<file path="src/pst_pkg.sv">
// Package: constants and carrier types for the program space table access block
package pst_pkg;
    localparam int PM_AW = 24;
    localparam int PC_W = 23;
    localparam int DW = 16;
    localparam int PAGE_W = 8;
    // Register byte offsets on APB
    localparam logic [7:0] OFS_TABLE_PAGE = 8'h00;
    localparam logic [7:0] OFS_WINDOW_PAGE = 8'h04;
    localparam logic [7:0] OFS_CORE_CONTROL = 8'h08;
    localparam logic [7:0] OFS_STATUS = 8'h0C;
    localparam int CTL_WINDOW_EN_BIT = 2;
    localparam int STS_ADDR_LSB = 0;
    localparam int STS_BUSY_BIT = 24;
    localparam int STS_WINDOW_BIT = 25;
    localparam logic [7:0] TABLE_PAGE_RST = 8'h00;
    localparam logic [7:0] WINDOW_PAGE_RST = 8'h00;
    localparam int CFG_PAGE_BIT = 7;
    localparam int CFG_ADDR_BIT = 23;

    typedef enum logic [2:0] {
        PST_FETCH,
        PST_DATA_READ,
        PST_TABLE_READ_LOW,
        PST_TABLE_READ_HIGH,
        PST_TABLE_WRITE_LOW,
        PST_TABLE_WRITE_HIGH
    } pst_kind_t;

    typedef struct packed {
        pst_kind_t kind;
        logic byte_op;
        logic [PC_W-1:0] pc;
        logic [DW-1:0] effective_addr;
        logic [DW-1:0] wdata;
    } pst_req_t;

    typedef struct packed {
        logic rd;
        logic wr;
        logic [PM_AW-1:0] addr;
        logic [PM_AW-1:0] wdata;
        logic [2:0] wmask;
    } pst_pm_cmd_t;

    typedef struct packed {
        pst_kind_t kind;
        logic byte_op;
        logic byte_sel;
        logic to_program;
    } pst_stage_t;
endpackage

</file>
<file path="src/pst_table_access.sv">
// Top module: program memory address builder, table read steering and APB registers
//
// The APB interface to the registers and the address map were decided locally.
`timescale 1ns/100ps
module pst_table_access
    import pst_pkg::*;
#(
    parameter int APB_AW = 8
)
(
    input wire logic clk_sys, // 20 MHz core clock
    input wire logic reset_n, // Async reset, active low
    input wire logic psel, // APB select
    input wire logic penable, // APB access phase
    input wire logic pwrite, // APB write
    input wire logic [APB_AW-1:0] paddr, // APB byte address
    input wire logic [31:0] pwdata, // APB write data
    output logic [31:0] prdata, // APB read data
    output logic pready, // APB ready
    output logic pslverr, // APB error on unmapped address
    input wire logic req_valid, // Core request strobe
    input wire pst_req_t req, // Core request fields
    output pst_pm_cmd_t pm_cmd, // Program memory command
    input wire logic [PM_AW-1:0] pm_rdata, // Program word, one cycle after rd
    output logic rsp_valid, // Response strobe
    output logic [DW-1:0] rsp_data, // Steered data word
    output logic [PM_AW-1:0] rsp_instr, // Fetched instruction word
    output logic rsp_data_space // Data read left to data space
);
    // Four bits reach the status offset; wider buses decode the top bits as unmapped
    generate
        if (APB_AW < 4 || APB_AW > 32)
        begin
            $error("APB_AW must be 4 to 32");
        end
    endgenerate

    logic rst_meta_r;
    logic rst_n_r;
    logic [PAGE_W-1:0] table_page_r;
    logic [PAGE_W-1:0] window_page_r;
    logic window_en_r;
    logic [31:0] prdata_r;
    logic pready_r;
    logic pslverr_r;
    pst_pm_cmd_t pm_cmd_r;
    pst_pm_cmd_t pm_cmd_nxt;
    pst_stage_t s1_r;
    pst_stage_t s2_r;
    logic s1_vld_r;
    logic s2_vld_r;
    logic rsp_valid_r;
    logic [DW-1:0] rsp_data_r;
    logic [PM_AW-1:0] rsp_instr_r;
    logic rsp_ds_r;
    logic table_busy;
    logic window_hit;
    logic is_table;
    logic is_write;
    logic [DW-1:0] steer;
    logic [31:0] rd_mux;
    logic rd_ok;
    logic [7:0] ofs;

    // Reset released through two flops
    always_ff @(posedge clk_sys or negedge reset_n)
    begin
        if (!reset_n)
        begin
            rst_meta_r <= 1'b0;
            rst_n_r <= 1'b0;
        end
        else
        begin
            rst_meta_r <= 1'b1;
            rst_n_r <= rst_meta_r;
        end
    end

    // APB: one wait state so read data can come from a flop
    assign ofs = 8'(paddr);
    always_comb
    begin
        rd_ok = 1'b1;
        rd_mux = 32'h0000_0000;
        if (ofs == OFS_TABLE_PAGE)
            rd_mux[PAGE_W-1:0] = table_page_r;
        else if (ofs == OFS_WINDOW_PAGE)
            rd_mux[PAGE_W-1:0] = window_page_r;
        else if (ofs == OFS_CORE_CONTROL)
            rd_mux[CTL_WINDOW_EN_BIT] = window_en_r;
        else if (ofs == OFS_STATUS)
        begin
            rd_mux[STS_ADDR_LSB +: PM_AW] = pm_cmd_r.addr;
            rd_mux[STS_BUSY_BIT] = table_busy;
            rd_mux[STS_WINDOW_BIT] = s1_vld_r && s1_r.to_program
                && s1_r.kind == PST_DATA_READ;
        end
        else
            rd_ok = 1'b0;
        if (APB_AW > 8 && (paddr >> 8) != '0)
            rd_ok = 1'b0;
    end

    always_ff @(posedge clk_sys or negedge rst_n_r)
    begin
        if (!rst_n_r)
        begin
            pready_r <= 1'b0;
            pslverr_r <= 1'b0;
            prdata_r <= 32'h0000_0000;
        end
        else
        begin
            pready_r <= psel && penable && !pready_r;
            pslverr_r <= psel && penable && !pready_r && !rd_ok;
            if (psel && penable && !pready_r && !pwrite && rd_ok)
                prdata_r <= rd_mux;
            else
                prdata_r <= 32'h0000_0000;
        end
    end

    always_ff @(posedge clk_sys or negedge rst_n_r)
    begin
        if (!rst_n_r)
        begin
            table_page_r <= TABLE_PAGE_RST;
            window_page_r <= WINDOW_PAGE_RST;
            window_en_r <= 1'b0;
        end
        else if (psel && penable && pready_r && pwrite && !pslverr_r)
        begin
            if (ofs == OFS_TABLE_PAGE)
                table_page_r <= pwdata[PAGE_W-1:0];
            else if (ofs == OFS_WINDOW_PAGE)
                window_page_r <= pwdata[PAGE_W-1:0];
            else if (ofs == OFS_CORE_CONTROL)
                window_en_r <= pwdata[CTL_WINDOW_EN_BIT];
        end
    end

    // Address construction
    assign is_table = req.kind inside {PST_TABLE_READ_LOW, PST_TABLE_READ_HIGH,
        PST_TABLE_WRITE_LOW, PST_TABLE_WRITE_HIGH};
    assign is_write = req.kind inside {PST_TABLE_WRITE_LOW, PST_TABLE_WRITE_HIGH};
    // A table op still in flight holds the window shut
    assign table_busy = (s1_vld_r && s1_r.kind != PST_FETCH && s1_r.kind != PST_DATA_READ)
        || (s2_vld_r && s2_r.kind != PST_FETCH && s2_r.kind != PST_DATA_READ);
    assign window_hit = req.kind == PST_DATA_READ && req.effective_addr[DW-1]
        && window_en_r && !table_busy;

    always_comb
    begin
        pm_cmd_nxt = '0;
        if (req_valid)
        begin
            if (req.kind == PST_FETCH)
            begin
                pm_cmd_nxt.rd = 1'b1;
                // Bit 0 dropped: words step by two, bit 23 forced clear
                pm_cmd_nxt.addr = {1'b0, req.pc[PC_W-1:1], 1'b0};
            end
            else if (is_table)
            begin
                pm_cmd_nxt.rd = !is_write;
                pm_cmd_nxt.wr = is_write;
                // Page bit 7 lands on address bit 23: configuration space
                pm_cmd_nxt.addr = {table_page_r, req.effective_addr[DW-1:1],
                    1'b0};
            end
            else if (window_hit)
            begin
                pm_cmd_nxt.rd = 1'b1;
                pm_cmd_nxt.addr = {1'b0, window_page_r, req.effective_addr[DW-2:1],
                    1'b0};
            end
            if (req.kind == PST_TABLE_WRITE_LOW)
            begin
                if (!req.byte_op)
                begin
                    pm_cmd_nxt.wdata[DW-1:0] = req.wdata;
                    pm_cmd_nxt.wmask = 3'b011;
                end
                else if (req.effective_addr[0])
                begin
                    pm_cmd_nxt.wdata[15:8] = req.wdata[7:0];
                    pm_cmd_nxt.wmask = 3'b010;
                end
                else
                begin
                    pm_cmd_nxt.wdata[7:0] = req.wdata[7:0];
                    pm_cmd_nxt.wmask = 3'b001;
                end
            end
            else if (req.kind == PST_TABLE_WRITE_HIGH)
            begin
                // Upper byte is writable only here; high byte 1 does nothing
                pm_cmd_nxt.wdata[23:16] = req.wdata[7:0];
                pm_cmd_nxt.wmask = (req.byte_op && req.effective_addr[0])
                    ? 3'b000 : 3'b100;
            end
        end
    end

    always_ff @(posedge clk_sys or negedge rst_n_r)
    begin
        if (!rst_n_r)
            pm_cmd_r <= '0;
        else
            pm_cmd_r <= pm_cmd_nxt;
    end

    // Request pipeline: memory answers one cycle after rd
    always_ff @(posedge clk_sys or negedge rst_n_r)
    begin
        if (!rst_n_r)
        begin
            s1_vld_r <= 1'b0;
            s2_vld_r <= 1'b0;
            s1_r <= '0;
            s2_r <= '0;
        end
        else
        begin
            s1_vld_r <= req_valid;
            s1_r.kind <= req.kind;
            s1_r.byte_op <= req.byte_op;
            s1_r.byte_sel <= req.effective_addr[0];
            s1_r.to_program <= req.kind != PST_DATA_READ || window_hit;
            s2_vld_r <= s1_vld_r;
            s2_r <= s1_r;
        end
    end

    // Read data steering onto the 16-bit data path
    always_comb
    begin
        steer = '0;
        if (s2_r.kind == PST_TABLE_READ_HIGH)
        begin
            if (!s2_r.byte_sel || !s2_r.byte_op)
                steer[7:0] = pm_rdata[23:16];
        end
        else if (!s2_r.byte_op)
            steer = pm_rdata[DW-1:0];
        else if (s2_r.byte_sel)
            steer[7:0] = pm_rdata[15:8];
        else
            steer[7:0] = pm_rdata[7:0];
    end

    always_ff @(posedge clk_sys or negedge rst_n_r)
    begin
        if (!rst_n_r)
        begin
            rsp_valid_r <= 1'b0;
            rsp_data_r <= '0;
            rsp_instr_r <= '0;
            rsp_ds_r <= 1'b0;
        end
        else
        begin
            rsp_valid_r <= s2_vld_r;
            rsp_ds_r <= s2_vld_r && !s2_r.to_program;
            rsp_data_r <= '0;
            if (s2_vld_r && s2_r.kind == PST_FETCH)
                rsp_instr_r <= pm_rdata;
            if (s2_vld_r && s2_r.to_program && s2_r.kind != PST_FETCH
                && s2_r.kind != PST_TABLE_WRITE_LOW && s2_r.kind != PST_TABLE_WRITE_HIGH)
                rsp_data_r <= steer;
        end
    end

    assign prdata = prdata_r;
    assign pready = pready_r;
    assign pslverr = pslverr_r;
    assign pm_cmd = pm_cmd_r;
    assign rsp_valid = rsp_valid_r;
    assign rsp_data = rsp_data_r;
    assign rsp_instr = rsp_instr_r;
    assign rsp_data_space = rsp_ds_r;
endmodule

</file>
<file path="config.mk">
export PLATFORM = sky130hd
export DESIGN_NAME = pst_table_access
export DESIGN_NICKNAME = d
export VERILOG_FILES = /design/src/pst_pkg.sv /design/src/pst_table_access.sv
export SDC_FILE = /design/constraint.sdc
export NUM_CORES = 1
export LEC_CHECK = 0
export ABC_AREA = 1
export BUFFER_PORTS_ARGS = -buffer_cell sky130_fd_sc_hd__buf_4
export CAP_MARGIN = 10
export CORE_ASPECT_RATIO = 0.7
export CORE_MARGIN = 2
export CORE_UTILIZATION = 48
export CTS_CLUSTER_SIZE = 20
export DETAILED_ROUTE_END_ITERATION = 10
export GPL_ROUTABILITY_DRIVEN = 0
export MAX_ROUTING_LAYER = met4
export PLACE_DENSITY_LB_ADDON = 0.2
export RECOVER_POWER = 50
export SLEW_MARGIN = 20
export SYNTH_ARGS = -nofsm -noshare
export SYNTH_HDL_FRONTEND = slang
export SYNTH_SLANG_ARGS = --single-unit
export TNS_END_PERCENT = 30
</file>
<file path="constraint.sdc">
create_clock -name clk_sys -period 5.18 [get_ports clk_sys]
set_input_delay 0.518 -clock clk_sys [delete_from_list [all_inputs] [get_ports clk_sys]]
set_output_delay 0.518 -clock clk_sys [all_outputs]
set_load 0.005 [all_outputs]
</file>
# Word level (Yosys, flattened, before mapping)

Cells that the tools add are included.

Input bits: 129
Register bits: 162

Reductions and logical operators: 46
Bitwise gates (word level): 2
Eq/ne operators: 15
Muxes and demuxes: 39

Operators with widths:

| operator                                               | number |
|---|---|
| 2-to-1 mux 8 bit                                       | 12 |
| 2-to-1 mux 53 bit                                      | 1 |
| 2-to-1 mux 26 bit                                      | 2 |
| 2-to-1 mux 24 bit                                      | 2 |
| 2-to-1 mux 23 bit                                      | 2 |
| 2-to-1 mux 18 bit                                      | 2 |
| 2-to-1 mux 16 bit                                      | 2 |
| logical AND 1 bit                                      | 24 |
| 2-to-1 mux 19 bit                                      | 1 |
| == test 8 x 4 -> 1 bit (second input constant)         | 2 |
| 2-to-1 mux 1 bit                                       | 10 |
| == test 3 x 2 -> 1 bit (second input constant)         | 3 |
| logical NOT 1 bit                                      | 9 |
| 2-to-1 mux 3 bit                                       | 3 |
| inequality test 3 x 1 -> 1 bit (second input constant) | 3 |
| == test 8 x 3 -> 1 bit (second input constant)         | 1 |
| logical NOT 8 bit                                      | 1 |
| == test 3 x 1 -> 1 bit (second input constant)         | 2 |
| == test 3 bit (second input constant)                  | 2 |
| logical NOT 3 bit                                      | 2 |
| inequality test 3 bit (second input constant)          | 2 |
| nonzero test 3 bit                                     | 2 |
| 2-to-1 mux 2 bit                                       | 2 |
| AND reduction 4 bit                                    | 1 |
| other kinds (6)                                        | 9 |

# Logic depth before layout (Yosys ltp)

Word-level depth: 10
Gate-level depth with buffers: 9
Depth with buffers taken out: 9

# Worst setup path before layout

Ideal clock, no wire load.

Kind: in2reg
Start point: input paddr[7]
End point: register prdata_r[4], in the netlist prdata[4]
Path buffers: 1
Setup slack: 3692 ps
Stages: 8
Data arrival time: 1420 ps
Required time: 5111 ps
Cells stage by stage: nor2_2 nand2_4 nor2_8 nor2_2 nand2_2 nand2_2 buf_6 nor2_2

Longest elaborated chain between the ends: 7

Ends and longest elaborated chain:

| what                   | line                    | text |
|---|---|---|
| start, declared        | pst_table_access.sv:16  | `input wire logic [APB_AW-1:0] paddr,` |
| == test 8 x 4 -> 1 bit | pst_table_access.sv:92  | `else if (ofs == OFS_STATUS)` |
| 2-to-1 mux 1 bit       | pst_table_access.sv:92  |  |
| 2-to-1 mux 1 bit       | pst_table_access.sv:90  | `else if (ofs == OFS_CORE_CONTROL)` |
| 2-to-1 mux 1 bit       | pst_table_access.sv:88  | `else if (ofs == OFS_WINDOW_PAGE)` |
| 2-to-1 mux 1 bit       | pst_table_access.sv:86  | `if (ofs == OFS_TABLE_PAGE)` |
| logical AND 1 bit      | pst_table_access.sv:117 | `if (psel && penable && !pready_r && !pwrite && rd_ok)` |
| 2-to-1 mux 26 bit *    | pst_table_access.sv:117 |  |
| end signal, assigned   | pst_table_access.sv:118 | `prdata_r <= rd_mux;` |
| end, declared          | pst_table_access.sv:43  | `logic [31:0] prdata_r;` |

Every way passes the cells marked *; elsewhere a longest branch is shown, timed or not.
A chain may end at the register's enable or synchronous reset.

# Worst setup path in the final report

Start point: register s2_vld_r
End point: register rsp_instr_r[17], in the netlist rsp_instr[17]

Longest elaborated chain between the ends: 1

Ends and longest elaborated chain:

| what                   | line                    | text |
|---|---|---|
| start, declared        | pst_table_access.sv:51  | `logic s2_vld_r;` |
| start signal, assigned | pst_table_access.sv:231 | `s2_vld_r <= s1_vld_r;` |
| logical AND 1 bit      | pst_table_access.sv:267 | `if (s2_vld_r && s2_r.kind == PST_FETCH)` |
| end signal, assigned   | pst_table_access.sv:268 | `rsp_instr_r <= pm_rdata;` |
| end, declared          | pst_table_access.sv:54  | `logic [PM_AW-1:0] rsp_instr_r;` |

No other way between the ends.

==> flow_summary.toml <==
[placed_design]
port_buffers = 225
hpwl_microns = 12280
place_inst = 1057

[logic_synthesis]
synth.avg_cell_area_sq_um = 9.228
synthArstFlopShare_pct = 100.0
ys_warn_count = 0
yosys-top-cells-count = "dfrtp_1 (155), nand2_1 (147), inv_1 (87)"
yosys_register_bits = 155
synthTopCellsByArea = "dfrtp_1 (61%), nand2_1 (8.7%), inv_1 (5.1%)"
syn-cell-area_sq_um = 6349
synth_ff_type = "dfrtp_1"
synth_cell_types = 28
synth.most_common_cell = "dfrtp_1"
synth_seq_area_share_pct = 61.10
synth-edff-count = 0
netlist_instances = 688
synth_top_area_share_pct = 61.10
yosys.area.top_type = "dfrtp_1"

[hold_path]
hold_depth = 1
holdCritStartpoint = "req[57]"
hold_end = "s1_r[4]$_DFF_PN0_"
hold_path_class = "in2reg"

[critical_path]
critPathMaxFanout = 40
r2r_cells = 5
crit_required_ns = 5.48
cp-end-kind = "register"
critPathArrivalTime_ns = 2.65
ff2ff_setup_slack_ns = 2.83
crit_path_cell_trace = "inv_1 -> nor2_1 -> nand2_1 -> clkbuf_1 -> mux2_2"
start_kind = "register"
crit_type = "reg2reg"
r2r_end = "rsp_instr[17]$_DFFE_PN0P_"
cpPeakStageDelay_ns = 1.17
slowest_stage = "clkbuf_1"
startpoint = "s2_vld_r$_DFF_PN0_"
r2r-start = "s2_vld_r$_DFF_PN0_"

[global_route]
grt_max_degree = 70
grt_pass1_vias = 5374
grt_pass1_wl_microns = 26740
grtUsageTotal_pct = 25.13
gr-total-overflow = 0
antenna_found_initial = 0

[timing]
fin_worst_skew_ns = 0.01345
rsz0062_at_grt = "false"
finalSetupViolations = 0
clock.fmax_mhz = 425.3
fin_crit_sh_pct = 45.40
min_period_ns = 2.352
maxSlewHeadroom_pct = -8.488
drv_slew = 84
worst_pin_slew_ns = 1.627
final-hold-violation-count = 0
fin_tns_setup_ns = 0

[power]
leakage_nw = 4.639
power.density_nw_per_um2 = 350.4
pwr-share-clk_pct = 46.6
power_frac_comb_pct = 10.3
switching_share_pct = 22.84
ir_worst_vdd_v = 0.0002396
p_seq_share_pct = 43.1
internal_power_w = 0.002353
p_switching_w = 0.0006966

[die]
die_area_sq_um = 14180
rows = 35
initial_core_util_pct = 48.65
die_w_microns = 141.5
io_pins = 258
fp.dieH_microns = 100.2
core_area_sq_um = 13050

[drt]
via_per_inst = 5.006
wirelength_microns = 16960
ant_nets = 0
drt_pass1_iterations = 5
post_drt_wl_per_cell_microns = 15.58
vias = 5451
drt_iter0_markers = 353
drcViolationCount = 0

[finish]
final_nets = 1040
num_antenna_cells = 0
area_growth_pct = 37.07
drive_above_1_share_pct = 31.20
final_cells = 1089

[clocking]
clock_path_buffers = 2
clock-root-buffer = "clkbuf_16"
cts_tree = "built"
clock_sinks = 155
htree_levels = 4
cts-resized-gates = 0
clk_pin_slew_worst_paths_ns = 0.07
clock_latency_ns = 0.42
cts_buffers = 17

[flow_run]
drv_cap = 2

[status]
status = "finished with violations"
violations = "max-capacitance violations, max-slew violations"
-- placed cells by master, fill, tap and decap left out --
cell / instances
inv_2: 5
mux2_2: 8
bufinv_16: 6
nor3_2: 1
dfrtp_1: 155
a21oi_1: 25
o211ai_2: 1
buf_4: 149
clkbuf_1: 26
inv_1: 89
nand3_1: 37
conb_1: 8
nand3b_1: 1
nor3_1: 19
nor2_8: 2
nand2_2: 7
clkbuf_8: 1
nand2_4: 1
o21ai_0: 29
clkbuf_4: 53
o21ai_1: 20
clkinvlp_4: 2
nand2_1: 147
dlygate4sd3_1: 1
clkinv_4: 3
nor2_2: 28
o22ai_1: 8
nor2_4: 1
clkbuf_16: 17
a21oi_2: 1
nor2_1: 68
nand4_1: 2
inv_6: 2
-- layer usage --
metal | wire length [microns] | global-route usage (%) | share of wire (%)
met5 | 0 | - | 0
met4 | 167 | 6.538 | 0.98
met3 | 1327 | 7.109 | 7.8
met2 | 7954 | 37.83 | 47
met1 | 7513 | 34.01 | 44
-- power groups by stage --
stage	clock network, W	registers, W	logic, W
after floorplan	0	0.00135	0.000113
after global placement	0	0.00133	0.000309
after detailed placement	0	0.00134	0.000319
after CTS	0.00144	0.00132	0.000321
final	0.00142	0.00131	0.000313
after global routing	0.00149	0.00132	0.000348
-- stage by stage --
stage | setup slack [ns] | instance area, sq um | power [W] | util, % | hold slack [ns]
2_1_floorplan | 0.5414 | 6371 | 0.001460 | - | 0.2224
3_3_place_gp | 2.755 | 8120 | 0.001642 | 62.22 | 0.3009
3_5_place_dp | 2.691 | 8120 | 0.001656 | 62.22 | 0.3047
4_1_cts | 3.053 | 8808 | 0.003071 | 67.50 | 0.2156
5_1_grt | 2.373 | 8702 | 0.003161 | 66.68 | 0.2362
6_report | 2.828 | 8702 | 0.003050 | 66.68 | 0.2488
-- registers in the layout, indices dropped and copies added (netlist names), 6 cells and up --
name and flops:
window_page_r 8, prdata 26, rsp_instr 24, s2_r 6, rsp_data 16, s1_r 6, table_page_r 8, pm_cmd 52
-- how the worst max path moves through the flow --
stage	slack, ns	endpoint
detailed placement	2.69	prdata[0]$_DFF_PN0_
floorplan	0.54	pm_cmd[0]$_DFF_PN0_
CTS	3.05	prdata[0]$_DFF_PN0_
global placement	2.76	prdata[0]$_DFF_PN0_
global route	2.37	table_page_r[3]$_DFFE_PN0P_
finish	2.83	rsp_instr[17]$_DFFE_PN0P_
-- logic make-up after synthesis --
family	share of synthesized area, %
AO/OA/AOI/OAI	6.957
AND/OR/NAND/NOR	22.11
flip-flops	61.10
multiplexers	1.419
buffers and inverters	8.297
other	0.1183
-- timing repair --
action | CTS | global route
setup buffers | 0 | 0
hold endpoints to repair | 2 | 0
hold buffers | 1 | 0
-- worst max-delay path: cells and delay by family, from the launching register on --
family	cells	cell delay, ns
flops	1	0.39
simple gates	2	0.10
buf+inv	2	1.29
mux	1	0.44
-- final cells by class --
type                    count  area [sq um]
repair buffers            229          1624
clock buffers              18         439.2
fillers                  1058          4348
multi-input cells         414          1961
inverters                  94         352.8
clock inverters            13         239.0
well taps                 166         207.7
flip-flops and latches    155          3879
No activity file was read; power rests on OpenSTA's default activity.
